**config.mk**
```make
export PLATFORM = sky130hd
export DESIGN_NAME = pdc_port_devctrl
export DESIGN_NICKNAME = d
export VERILOG_FILES = /design/src/rtl/pdc_pkg.sv /design/src/rtl/pdc_aux_power.sv /design/src/rtl/pdc_read_split.sv /design/src/rtl/pdc_port_devctrl.sv
export VERILOG_INCLUDE_DIRS = /design/src /design/src/rtl
export SDC_FILE = /design/constraint.sdc
export NUM_CORES = 1
export LEC_CHECK = 0
export CAP_MARGIN = 20
export CELL_PAD_IN_SITES_DETAIL_PLACEMENT = 2
export CELL_PAD_IN_SITES_GLOBAL_PLACEMENT = 2
export CORE_MARGIN = 4
export CORE_UTILIZATION = 35
export DETAILED_ROUTE_END_ITERATION = 16
export DONT_BUFFER_PORTS = 1
export PLACE_DENSITY = 0.75
export SYNTH_ARGS = -nofsm -noshare
export SYNTH_HDL_FRONTEND = slang
export SYNTH_SLANG_ARGS = --single-unit
```
**constraint.sdc**
```tcl
create_clock -name CLK_SYS -period 4.85 [get_ports CLK_SYS]
set_input_delay 1.455 -clock CLK_SYS [delete_from_list [all_inputs] [get_ports CLK_SYS]]
set_output_delay 1.455 -clock CLK_SYS [all_outputs]
set_load 0.005 [all_outputs]
```
**src/rtl/pdc_regs.svh**
```systemverilog
// Offsets, field positions, reset values and size limits of the port device control register.
// Assumes inclusion by bare name from any file of this block.
`ifndef PDC_REGS_SVH
`define PDC_REGS_SVH

// Configuration offset and function of the register
`define PDC_OFF_DEVCTRL 12'h074
`define PDC_PORT_FUNC 3'h0

// Field positions inside the 16-bit register
`define PDC_RSV_BIT 15
`define PDC_RRS_MSB 14
`define PDC_RRS_LSB 12
`define PDC_NSP_BIT 11
`define PDC_AUX_BIT 10
`define PDC_PHF_BIT 9

// Reset and fixed values
`define PDC_RRS_RST 3'h5
`define PDC_NSP_RST 1'b1
`define PDC_AUX_RST 1'b0
`define PDC_PHF_VAL 1'b0
`define PDC_RSV_VAL 1'b0

// Read-request size encodings and the outbound hardware cap in bytes
`define PDC_RRS_128 3'h0
`define PDC_RRS_4096 3'h5
`define PDC_RRS_BYTES_MIN 13'h080
`define PDC_HW_RD_MAX_BYTES 13'h040

`endif

```
**src/rtl/pdc_pkg.sv**
```systemverilog
// Types shared by the port device control block.
// Assumes nothing beyond a SystemVerilog compiler.
`default_nettype none

package pdc_pkg;

    // Read splitter states
    typedef enum logic [0:0] {
        PDC_IDLE = 1'b0,
        PDC_SEND = 1'b1
    } pdc_split_e;

    // Control register state
    typedef struct packed {
        logic [2:0] rrs;
        logic ns_permit;
        logic ack;
        logic [31:0] rdata;
        logic rx_valid;
        logic [1:0] rx_attr;
    } pdc_ctl_s;

    // Read splitter state
    typedef struct packed {
        pdc_split_e st;
        logic [31:0] addr;
        logic [12:0] rem;
        logic ns_ok;
        logic tx_valid;
        logic [31:0] tx_addr;
        logic [6:0] tx_len;
        logic tx_ns;
    } pdc_split_s;

    // Sticky auxiliary power state
    typedef struct packed {
        logic aux_en;
        logic [2:0] alloc;
    } pdc_aux_s;

endpackage : pdc_pkg

`default_nettype wire

```
**src/rtl/pdc_aux_power.sv**
```systemverilog
// Sticky auxiliary power enable and the resulting aux power allocation.
// Assumes a power-on reset that is separate from the ordinary port reset.
`include "pdc_regs.svh"
`default_nettype none

module pdc_aux_power (
    input wire logic clk_sys,
    input wire logic nrst_pwr,
    input wire logic wr_en,
    input wire logic wr_val,
    input wire logic [2:0] aux_current,
    output logic aux_en,
    output logic [2:0] aux_alloc
);

    pdc_pkg::pdc_aux_s q, d;

    // Next state: write updates enable, allocation follows requested current while enabled and is zero otherwise
    always_comb begin
        d = q;
        if (wr_en) begin
            d.aux_en = wr_val;
        end
        d.alloc = q.aux_en ? aux_current : 3'h0;
    end

    // Only power-on reset clears this state
    always_ff @(posedge clk_sys or negedge nrst_pwr) begin
        if (!nrst_pwr) begin
            q <= '{aux_en: `PDC_AUX_RST, alloc: 3'h0};
        end else begin
            q <= d;
        end
    end

    assign aux_en = q.aux_en;
    assign aux_alloc = q.alloc;

endmodule : pdc_aux_power

`default_nettype wire

```
**src/rtl/pdc_read_split.sv**
```systemverilog
// Splits outbound read requests into pieces no larger than the allowed size.
// Assumes requests of 1 to 4096 bytes and a sink that may stall with ready.
`include "pdc_regs.svh"
`default_nettype none

module pdc_read_split (
    input wire logic clk_sys,
    input wire logic nrst,
    input wire logic [2:0] rrs,
    input wire logic ns_permit,
    input wire logic req_valid,
    output logic req_ready,
    input wire logic [31:0] req_addr,
    input wire logic [12:0] req_len,
    input wire logic req_ns_ok,
    output logic tx_valid,
    input wire logic tx_ready,
    output logic [31:0] tx_addr,
    output logic [6:0] tx_len,
    output logic tx_ns
);

    pdc_pkg::pdc_split_s q, d;

    // Byte size of a read-request size code; reserved codes act as smallest
    function automatic logic [12:0] rrs_bytes(input logic [2:0] code);
        logic [12:0] b;
        b = `PDC_RRS_BYTES_MIN;
        if (code <= `PDC_RRS_4096) begin
            b = `PDC_RRS_BYTES_MIN << code;
        end
        return b;
    endfunction : rrs_bytes

    logic [12:0] eff;
    logic [12:0] room;
    logic [12:0] chunk;

    // Piece size: programmed limit, hardware cap, and no boundary crossing
    always_comb begin
        eff = rrs_bytes(rrs);
        if (`PDC_HW_RD_MAX_BYTES < eff) begin
            eff = `PDC_HW_RD_MAX_BYTES;
        end
        room = eff - (q.addr[12:0] & (eff - 13'h001));
        chunk = (q.rem < room) ? q.rem : room;
    end

    // Next state
    always_comb begin
        d = q;
        case (q.st)
            pdc_pkg::PDC_IDLE: begin
                if (q.tx_valid && tx_ready) begin
                    d.tx_valid = 1'b0;
                end
                if (req_valid && req_len != 13'h000) begin
                    d.addr = req_addr;
                    d.rem = req_len;
                    d.ns_ok = req_ns_ok;
                    d.st = pdc_pkg::PDC_SEND;
                end
            end
            pdc_pkg::PDC_SEND: begin
                if (!q.tx_valid || tx_ready) begin
                    d.tx_valid = 1'b1;
                    d.tx_addr = q.addr;
                    d.tx_len = chunk[6:0];
                    d.tx_ns = q.ns_ok & ns_permit;
                    d.addr = q.addr + {19'h0, chunk};
                    d.rem = q.rem - chunk;
                    if (q.rem == chunk) begin
                        d.st = pdc_pkg::PDC_IDLE;
                    end
                end
            end
            default: begin
                d.st = pdc_pkg::PDC_IDLE;
            end
        endcase
    end

    // State register
    always_ff @(posedge clk_sys or negedge nrst) begin
        if (!nrst) begin
            q <= '0;
        end else begin
            q <= d;
        end
    end

    assign req_ready = (q.st == pdc_pkg::PDC_IDLE);
    assign tx_valid = q.tx_valid;
    assign tx_addr = q.tx_addr;
    assign tx_len = q.tx_len;
    assign tx_ns = q.tx_ns;

endmodule : pdc_read_split

`default_nettype wire

```
**src/rtl/pdc_port_devctrl.sv**
```systemverilog
// Port device control register (bits 15 to 9) with its outbound read shaping.
// Assumes configuration requests and traffic on CLK_SYS; NRST_PWR is power-on reset.
`include "pdc_regs.svh"
`default_nettype none

module pdc_port_devctrl #(
    parameter logic [4:0] PORT_DEV = 5'h02
) (
    input wire logic CLK_SYS,
    input wire logic NRST,
    input wire logic NRST_PWR,
    input wire logic CFG_REQ,
    input wire logic CFG_WE,
    input wire logic [4:0] CFG_DEV,
    input wire logic [2:0] CFG_FUNC,
    input wire logic [11:0] CFG_OFFSET,
    input wire logic [3:0] CFG_BE,
    input wire logic [31:0] CFG_WDATA,
    output logic CFG_ACK,
    output logic [31:0] CFG_RDATA,
    output logic [2:0] READ_REQUEST_SIZE_LIMIT,
    output logic NO_SNOOP_PERMIT,
    output logic AUX_POWER_ENABLE,
    output logic PHANTOM_FUNCTION_ENABLE,
    input wire logic [2:0] AUX_CURRENT,
    output logic [2:0] AUX_POWER_ALLOC,
    input wire logic RD_REQ_VALID,
    output logic RD_REQ_READY,
    input wire logic [31:0] RD_REQ_ADDR,
    input wire logic [12:0] RD_REQ_LEN,
    input wire logic RD_REQ_NS_OK,
    output logic TX_VALID,
    input wire logic TX_READY,
    output logic [31:0] TX_ADDR,
    output logic [6:0] TX_LEN,
    output logic TX_NO_SNOOP,
    output logic TX_SNOOP,
    input wire logic RX_VALID,
    input wire logic [1:0] RX_ATTR_IN,
    output logic RX_VALID_OUT,
    output logic [1:0] RX_ATTR_OUT
);

    pdc_pkg::pdc_ctl_s q, d;

    logic hit;
    logic wr_hi;
    logic aux_en;

    // Decode: this port's device number, function 0, dword holding 74h
    assign hit = (CFG_DEV == PORT_DEV) && (CFG_FUNC == `PDC_PORT_FUNC)
        && (CFG_OFFSET[11:2] == 10'(`PDC_OFF_DEVCTRL >> 2));
    // Write strobe for the byte lane holding bits 15:8
    assign wr_hi = CFG_REQ && CFG_WE && hit && CFG_BE[1];

    // Register image as read back; low byte fields belong elsewhere
    function automatic logic [31:0] image(
        input logic [2:0] rrs,
        input logic nsp,
        input logic aux
    );
        logic [31:0] v;
        v = 32'h0;
        v[`PDC_RSV_BIT] = `PDC_RSV_VAL;
        v[`PDC_RRS_MSB:`PDC_RRS_LSB] = rrs;
        v[`PDC_NSP_BIT] = nsp;
        v[`PDC_AUX_BIT] = aux;
        v[`PDC_PHF_BIT] = `PDC_PHF_VAL;
        return v;
    endfunction : image

    // Next state: field writes, read answer, received attribute pass-through
    always_comb begin
        d = q;
        d.ack = CFG_REQ;
        d.rdata = 32'h0;
        if (wr_hi) begin
            d.rrs = CFG_WDATA[`PDC_RRS_MSB:`PDC_RRS_LSB];
            d.ns_permit = CFG_WDATA[`PDC_NSP_BIT];
        end
        if (CFG_REQ && !CFG_WE && hit) begin
            d.rdata = image(q.rrs, q.ns_permit, aux_en);
        end
        // Attribute bits are copied, never set or cleared here
        d.rx_valid = RX_VALID;
        if (RX_VALID) begin
            d.rx_attr = RX_ATTR_IN;
        end
    end

    // Ordinary port reset restores the size limit and no-snoop permit fields
    always_ff @(posedge CLK_SYS or negedge NRST) begin
        if (!NRST) begin
            q <= '{
                rrs: `PDC_RRS_RST,
                ns_permit: `PDC_NSP_RST,
                ack: 1'b0,
                rdata: 32'h0,
                rx_valid: 1'b0,
                rx_attr: 2'h0
            };
        end else begin
            q <= d;
        end
    end

    // Sticky aux power enable on the power-on reset
    pdc_aux_power u_aux (
        .clk_sys(CLK_SYS),
        .nrst_pwr(NRST_PWR),
        .wr_en(wr_hi),
        .wr_val(CFG_WDATA[`PDC_AUX_BIT]),
        .aux_current(AUX_CURRENT),
        .aux_en(aux_en),
        .aux_alloc(AUX_POWER_ALLOC)
    );

    // Outbound read shaping
    pdc_read_split u_split (
        .clk_sys(CLK_SYS),
        .nrst(NRST),
        .rrs(q.rrs),
        .ns_permit(q.ns_permit),
        .req_valid(RD_REQ_VALID),
        .req_ready(RD_REQ_READY),
        .req_addr(RD_REQ_ADDR),
        .req_len(RD_REQ_LEN),
        .req_ns_ok(RD_REQ_NS_OK),
        .tx_valid(TX_VALID),
        .tx_ready(TX_READY),
        .tx_addr(TX_ADDR),
        .tx_len(TX_LEN),
        .tx_ns(TX_NO_SNOOP)
    );

    // Outputs
    assign CFG_ACK = q.ack;
    assign CFG_RDATA = q.rdata;
    assign READ_REQUEST_SIZE_LIMIT = q.rrs;
    assign NO_SNOOP_PERMIT = q.ns_permit;
    assign AUX_POWER_ENABLE = aux_en;
    assign PHANTOM_FUNCTION_ENABLE = `PDC_PHF_VAL;
    assign TX_SNOOP = 1'b0;
    assign RX_VALID_OUT = q.rx_valid;
    assign RX_ATTR_OUT = q.rx_attr;

    // Size limit in bytes, mirrored for the checks
    logic [12:0] lim_bytes;
    always_comb begin
        lim_bytes = `PDC_RRS_BYTES_MIN;
        if (q.rrs <= `PDC_RRS_4096) begin
            lim_bytes = `PDC_RRS_BYTES_MIN << q.rrs;
        end
    end
endmodule : pdc_port_devctrl

`default_nettype wire

```
Word level (Yosys, flattened, before mapping) --
Cells that the tools add are included.
Cells by class: add/subtract/negate cells 4, order comparisons 3, equality and inequality tests 6, shift-type cells 1, muxes and demuxes 12, bitwise gates (word level) 3, reduce and logical (&&, ||, !) cells 18
Operator list (count):
- $pmux W46 S2 | 1
- $mux W47 | 1
- $mux W46 | 1
- $mux W41 | 1
- $mux W13 | 3
- $add A32 B13 Y32 | 1
- $sub A13 B13 Y13 | 2
- $mux W15 | 1
- $and A13 B13 Y13 | 1
- $eq A13 B13 Y1 | 1
- $lt A13 B13 Y1 | 1
- $lt A7 B13 Y1 const A | 1
- $reduce_bool A13 Y1 | 1
- $shl A8 B3 Y13 const A | 1
- $sub A13 B1 Y13 const B | 1
- $eq A10 B5 Y1 const B | 1
- $logic_and A1 B1 Y1 | 9
- $reduce_and A2 Y1 | 4
- $eq A5 B2 Y1 const B | 1
- $ne A2 B1 Y1 const B | 2
- $le A3 B3 Y1 const B | 1
- $logic_not A3 Y1 | 1
- $mux W3 | 1
- $logic_not A1 Y1 | 2
- other kinds (6) | 7
Word-level totals: register bits after elaboration 132, output and inout port bits 88

Longest topological paths before layout --
word-level depth 13, depth in mapped cells 22, depth with buffers taken out 20

Modules after synthesis --
A second synthesis with hierarchy kept.
Second synthesis, totals: cells, all modules 771, area total of the unflattened synthesis 6879.1 um2
By module, submodules not included:
- pdc_read_split | instances 1, cells an instance 699, area an instance 6000.8 um2, seq. area each 2202.1 um2
- pdc_port_devctrl | instances 1, cells an instance 64, area an instance 744.5 um2, seq. area each 329.1 um2
- pdc_aux_power | instances 1, cells an instance 8, area an instance 133.9 um2, seq. area each 100.1 um2

Worst setup path after synthesis --
Ideal clock, no wire load.
path type reg-to-reg, from reg u_split.q[59] (netlist name), to reg u_split.q[77] (netlist name), arrival 4325 ps, required time 4781 ps, slack 456 ps, cell stages (with the launch flop) 23, buffers on the path 2, clock period less this slack 4394 ps, path through dfrtp_1 -> nor3_1 -> nand3_1 -> xor2_1 -> inv_1 -> ha_1 -> and4_1 -> a21o_1 -> a31oi_1 -> a31oi_1 -> nor2_1 -> buf_2 -> mux2i_1 -> ha_1 -> fa_1 -> a211oi_1 -> o21bai_2 -> o2111ai_2 -> a31oi_4 -> nand2_2 -> buf_6 -> or4_1 -> nand3_1
Between the ends: longest elaborated chain between the ends 7
RTL lines:
- from (decl) | line pdc_read_split.sv:23 | pdc_pkg::pdc_split_s q, d;
- from (signal assigned) | line pdc_read_split.sv:86 | q <= '0;
- from (signal assigned) | line pdc_read_split.sv:88 | q <= d;
- $and A13 B13 Y13 | line pdc_read_split.sv:45 | room = eff - (q.addr[12:0] & (eff - 13'h001));
- $sub A13 B13 Y13 | line pdc_read_split.sv:45
- $lt A13 B13 Y1 | line pdc_read_split.sv:46 | chunk = (q.rem < room) ? q.rem : room;
- $mux W13 | line pdc_read_split.sv:46
- named net u_split.chunk[0] | line pdc_read_split.sv:37 | logic [12:0] chunk;
- $add A32 B13 Y32 | line pdc_read_split.sv:70 | d.addr = q.addr + {19'h0, chunk};
- $mux W46 | line pdc_read_split.sv:65 | if (!q.tx_valid || tx_ready) begin
- $pmux W46 S2 | line pdc_read_split.sv:52 | case (q.st)
The timed path passes the listed nets, and every way through them passes these cells. The select of a mux whose other input is x is not followed. A chain may end at the register's enable or synchronous reset.

Worst setup path in the final report --
from reg u_split.q[59] (netlist name), to reg u_split.q[85] (netlist name)
Between the ends: longest elaborated chain between the ends 7
RTL lines (line):
- $and A13 B13 Y13 (*) | pdc_read_split.sv:45
- $sub A13 B13 Y13 (*) | pdc_read_split.sv:45
- $lt A13 B13 Y1 | pdc_read_split.sv:46
- $mux W13 (*) | pdc_read_split.sv:46
- named net u_split.chunk[4] | pdc_read_split.sv:37
- $add A32 B13 Y32 (*) | pdc_read_split.sv:70
- $mux W46 (*) | pdc_read_split.sv:65
- $pmux W46 S2 (*) | pdc_read_split.sv:52
The timed path passes the listed nets; every way through them passes the cells marked *. The select of a mux whose other input is x is not followed.

==> flow_summary.yaml <==
grt:
  gr-usage-all-layers_pct: 18.7
  grt_overflow_total: 0
  grt_pass1_wl_um: 32200
  grt_antenna_before_repair: 0
  grt_max_degree: 102
  first_global_vias: 5759
floorplan:
  die_h_um: 146
  start_util_pct: 35.7
  core-area_um2: 18700
  fp.dieW_um: 146
  die-area_um2: 21300
  rows: 50
  io_pins: 203
layout:
  syn2layout_area_growth_pct: 9.23
  diodes: 0
  stdcell_count: 959
  final_core_util_pct: 38.9
  final_cell_mix: "139 x nand2_1, 101 x dfrtp_1, 36 x ha_1, 36 x buf_4, 31 x conb_1"
  final_common_cell: "nand2_1"
  layout.nets: 878
  drive_gt1_share_pct: 16.7
logic_synthesis:
  yosysWarnings: 0
  yosys_register_bits: 105
  yosysUniqueCellTypes: 64
  seq_area_frac_synth_pct: 39.4
  synth_edf_count: 0
  netlist_instances: 738
  avgSynthCellArea_um2: 9.04
  synth-main-ff-cell: "dfrtp_1"
  netlist_area_um2: 6670
  ys_async_sr_fraction_pct: 100
sta:
  slew_viol_final: 0
  finalSetupTns_ns: 0
  fin_ws_ns: 0.117
  max_freq_ghz: 0.211
  relSlewSlack_pct: 52.0
  fin_crit_sh_pct: 97.6
  period_minus_slack_ns: 4.73
  finalHoldViolations: 0
  hold_slack_ns: 0.487
  fin_worst_skew_ns: 0.0138
  setup_viol: 0
  worst_slew_pin_slew_ns: 0.717
power_and_ir_drop:
  power_frac_clock_pct: 12.1
  pwr_density_cell_nw_per_um2: 844
  p_leak_nw: 3.32
  sw_frac_of_total_pct: 45.8
  vdd_ir_drop_max_v: 0.000405
  internal_power_w: 0.00334
  seqPwrFrac_pct: 24.1
  switchingPower_w: 0.00282
  combPwrFrac_pct: 63.8
min_path:
  hold_path.class: "reg2reg"
clocking:
  cts.path.max_buffers: 2
  numClockSinks: 105
  cts_tree: "built"
  path_clk_slew_ns: 0.08
  clockRootBuffer: "clkbuf_16"
  cts_buffers: 9
  worstSkewPairLatency_ns: 0.36
  h-tree-depth: 3
placed_design:
  post-dp-hpwl_um: 14900
  dp.cells: 929
  place_ws_ns: -0.250
  gp_congestion: 0.819
  port_buffers: 0
route:
  drt-initial-drc-count: 209
  drc_errors: 0
  vias: 5339
  firstDrtPassIters: 4
  drt_wl_total_um: 20900
  wire_per_inst_um: 21.8
  via_per_inst: 5.57
  ant_nets: 0
critical_path:
  critPathRequiredTime_ns: 5.14
  crit_type: "reg2reg"
  r2r_slack_ns: 0.12
  critPathCaptureType: "register"
  cp-start-kind: "register"
  crit_path_max_fanout: 8
  cp.arrival_ns: 5.03
status:
  status: "finished clean"
flow_run:
  maxCapViolCount: 0
-- sequential cells by signal, summed over array words and instances (netlist names) --
name	flops
CFG_ACK	1
READ_REQUEST_SIZE_LIMIT	3
u_aux.aux_alloc	3
u_split.tx_addr	32
RX_ATTR_OUT	2
u_aux.aux_en	1
RX_VALID_OUT	1
NO_SNOOP_PERMIT	1
u_split.q	47
u_split.tx_ns	1
u_split.tx_len	7
u_split.tx_valid	1
CFG_RDATA	5
-- layer usage --
| layer | share of wire [%] | vias up | wire length [um] | global-route usage [%] |
|---|---|---|---|---|
| li1 | - | 2473 | - | - |
| met1 | 40 | 2728 | 8430 | 22.6 |
| met2 | 55 | 117 | 11500 | 34.9 |
| met3 | 3.6 | 21 | 758 | 3.23 |
| met4 | 1.3 | 0 | 274 | 4.19 |
| met5 | 0 | - | 0 | 0 |
-- power by group through the flow --
stage	registers, W	logic (W)	clock network, W
6_report	0.00148	0.00393	0.000742
5_1_grt	0.00153	0.00432	0.000810
2_1_floorplan	0.00135	0.00261	0
3_5_place_dp	0.00148	0.00335	0
4_1_cts	0.00148	0.00347	0.000769
3_3_place_gp	0.00146	0.00312	0
-- timing repair --
action / CTS / global route
pin swaps: 6 / 16
hold buffers: 0 / 0
buffers inserted: 1 / 13
setup endpoints to repair: 24 / 27
endpoints found under the hold margin: 0 / 0
gates resized for setup: 14 / 34
-- through the flow --
stage,total power [W],cell area [um^2]
after floorplan,0.00396,6780
after global placement,0.00458,6650
after detailed placement,0.00483,6650
after CTS,0.00571,7010
after global routing,0.00666,7290
final,0.00615,7290
-- worst max-delay path, stage by stage (launching register included) --
cell	delay, ns
dfrtp_1	0.41
nor3_4	0.26
nand3_2	0.14
xor2_2	0.19
inv_1	0.08
ha_1	0.27
and4_4	0.19
a21o_1	0.18
a31oi_2	0.17
a31oi_2	0.13
nor2_2	0.14
buf_6	0.21
mux2i_4	0.27
inv_2	0.07
ha_1	0.30
o21ai_0	0.13
o21bai_2	0.26
o2111ai_2	0.22
a31oi_4	0.32
nand2_4	0.12
or4_1	0.52
nand3_1	0.09
-- final timing paths --
check	from	cells after the start	to
min reg2reg	u_split.q[41]$_DFFE_PN0P_	2	u_split.q[41]$_DFFE_PN0P_
min in group asynchronous	NRST	0	CFG_ACK$_DFF_PN0_
max reg2reg	u_split.q[59]$_DFFE_PN0P_	21	u_split.q[85]$_DFFE_PN0P_
max	u_split.q[59]$_DFFE_PN0P_	21	u_split.q[85]$_DFFE_PN0P_
min	u_split.q[41]$_DFFE_PN0P_	2	u_split.q[41]$_DFFE_PN0P_
max in group asynchronous	NRST	0	NO_SNOOP_PERMIT$_DFFE_PN1P_
-- kinds of logic after synthesis --
logic type | synth area share, %
and+or+nand+nor | 18.7
DFF | 39.4
muxes | 2.76
other | 0.113
buffers and inverters | 10.7
adders and majority gates | 8.29
xor gates and xnor gates | 2.89
AOI/OAI and AO/OA | 17.1
-- Yosys cell counts, drive strengths merged, types with 5 or more instances --
| master | instances | area [um^2] |
|---|---|---|
| mux2 | 11 | 124 |
| a21o | 12 | 91.3 |
| dfrtp | 102 | 2550 |
| o211ai | 15 | 113 |
| xor2 | 10 | 87.6 |
| xnor2 | 12 | 105 |
| buf | 76 | 556 |
| nor3 | 7 | 35.0 |
| a22oi | 20 | 150 |
| nand2 | 141 | 532 |
| and3 | 8 | 50.1 |
| o311ai | 7 | 61.3 |
| clkbuf | 22 | 82.6 |
| nand4 | 11 | 75.1 |
| or2 | 6 | 37.5 |
| inv | 21 | 78.8 |
| a31oi | 5 | 46.3 |
| a211oi | 6 | 45.0 |
| or4 | 9 | 67.6 |
| nor4 | 5 | 31.3 |
| nand3 | 24 | 120 |
| nor2b | 5 | 31.3 |
| a221o | 7 | 70.1 |
| o21ai | 44 | 224 |
| ha | 41 | 513 |
| o21a | 5 | 37.5 |
| nor2 | 22 | 82.6 |
| and2 | 11 | 68.8 |
| a21oi | 26 | 130 |
| mux2i | 6 | 60.1 |
-- cell type report --
| type | count | area [um^2] |
|---|---|---|
| clock buffer | 10 | 239 |
| clock inverter | 6 | 57.6 |
| fill | 2071 | 11400 |
| inverter | 21 | 78.8 |
| multi-input combinational | 543 | 3660 |
| sequential | 105 | 2630 |
| tap | 234 | 293 |
| timing repair buffer | 40 | 324 |
No activity file was read; power rests on OpenSTA's default activity.
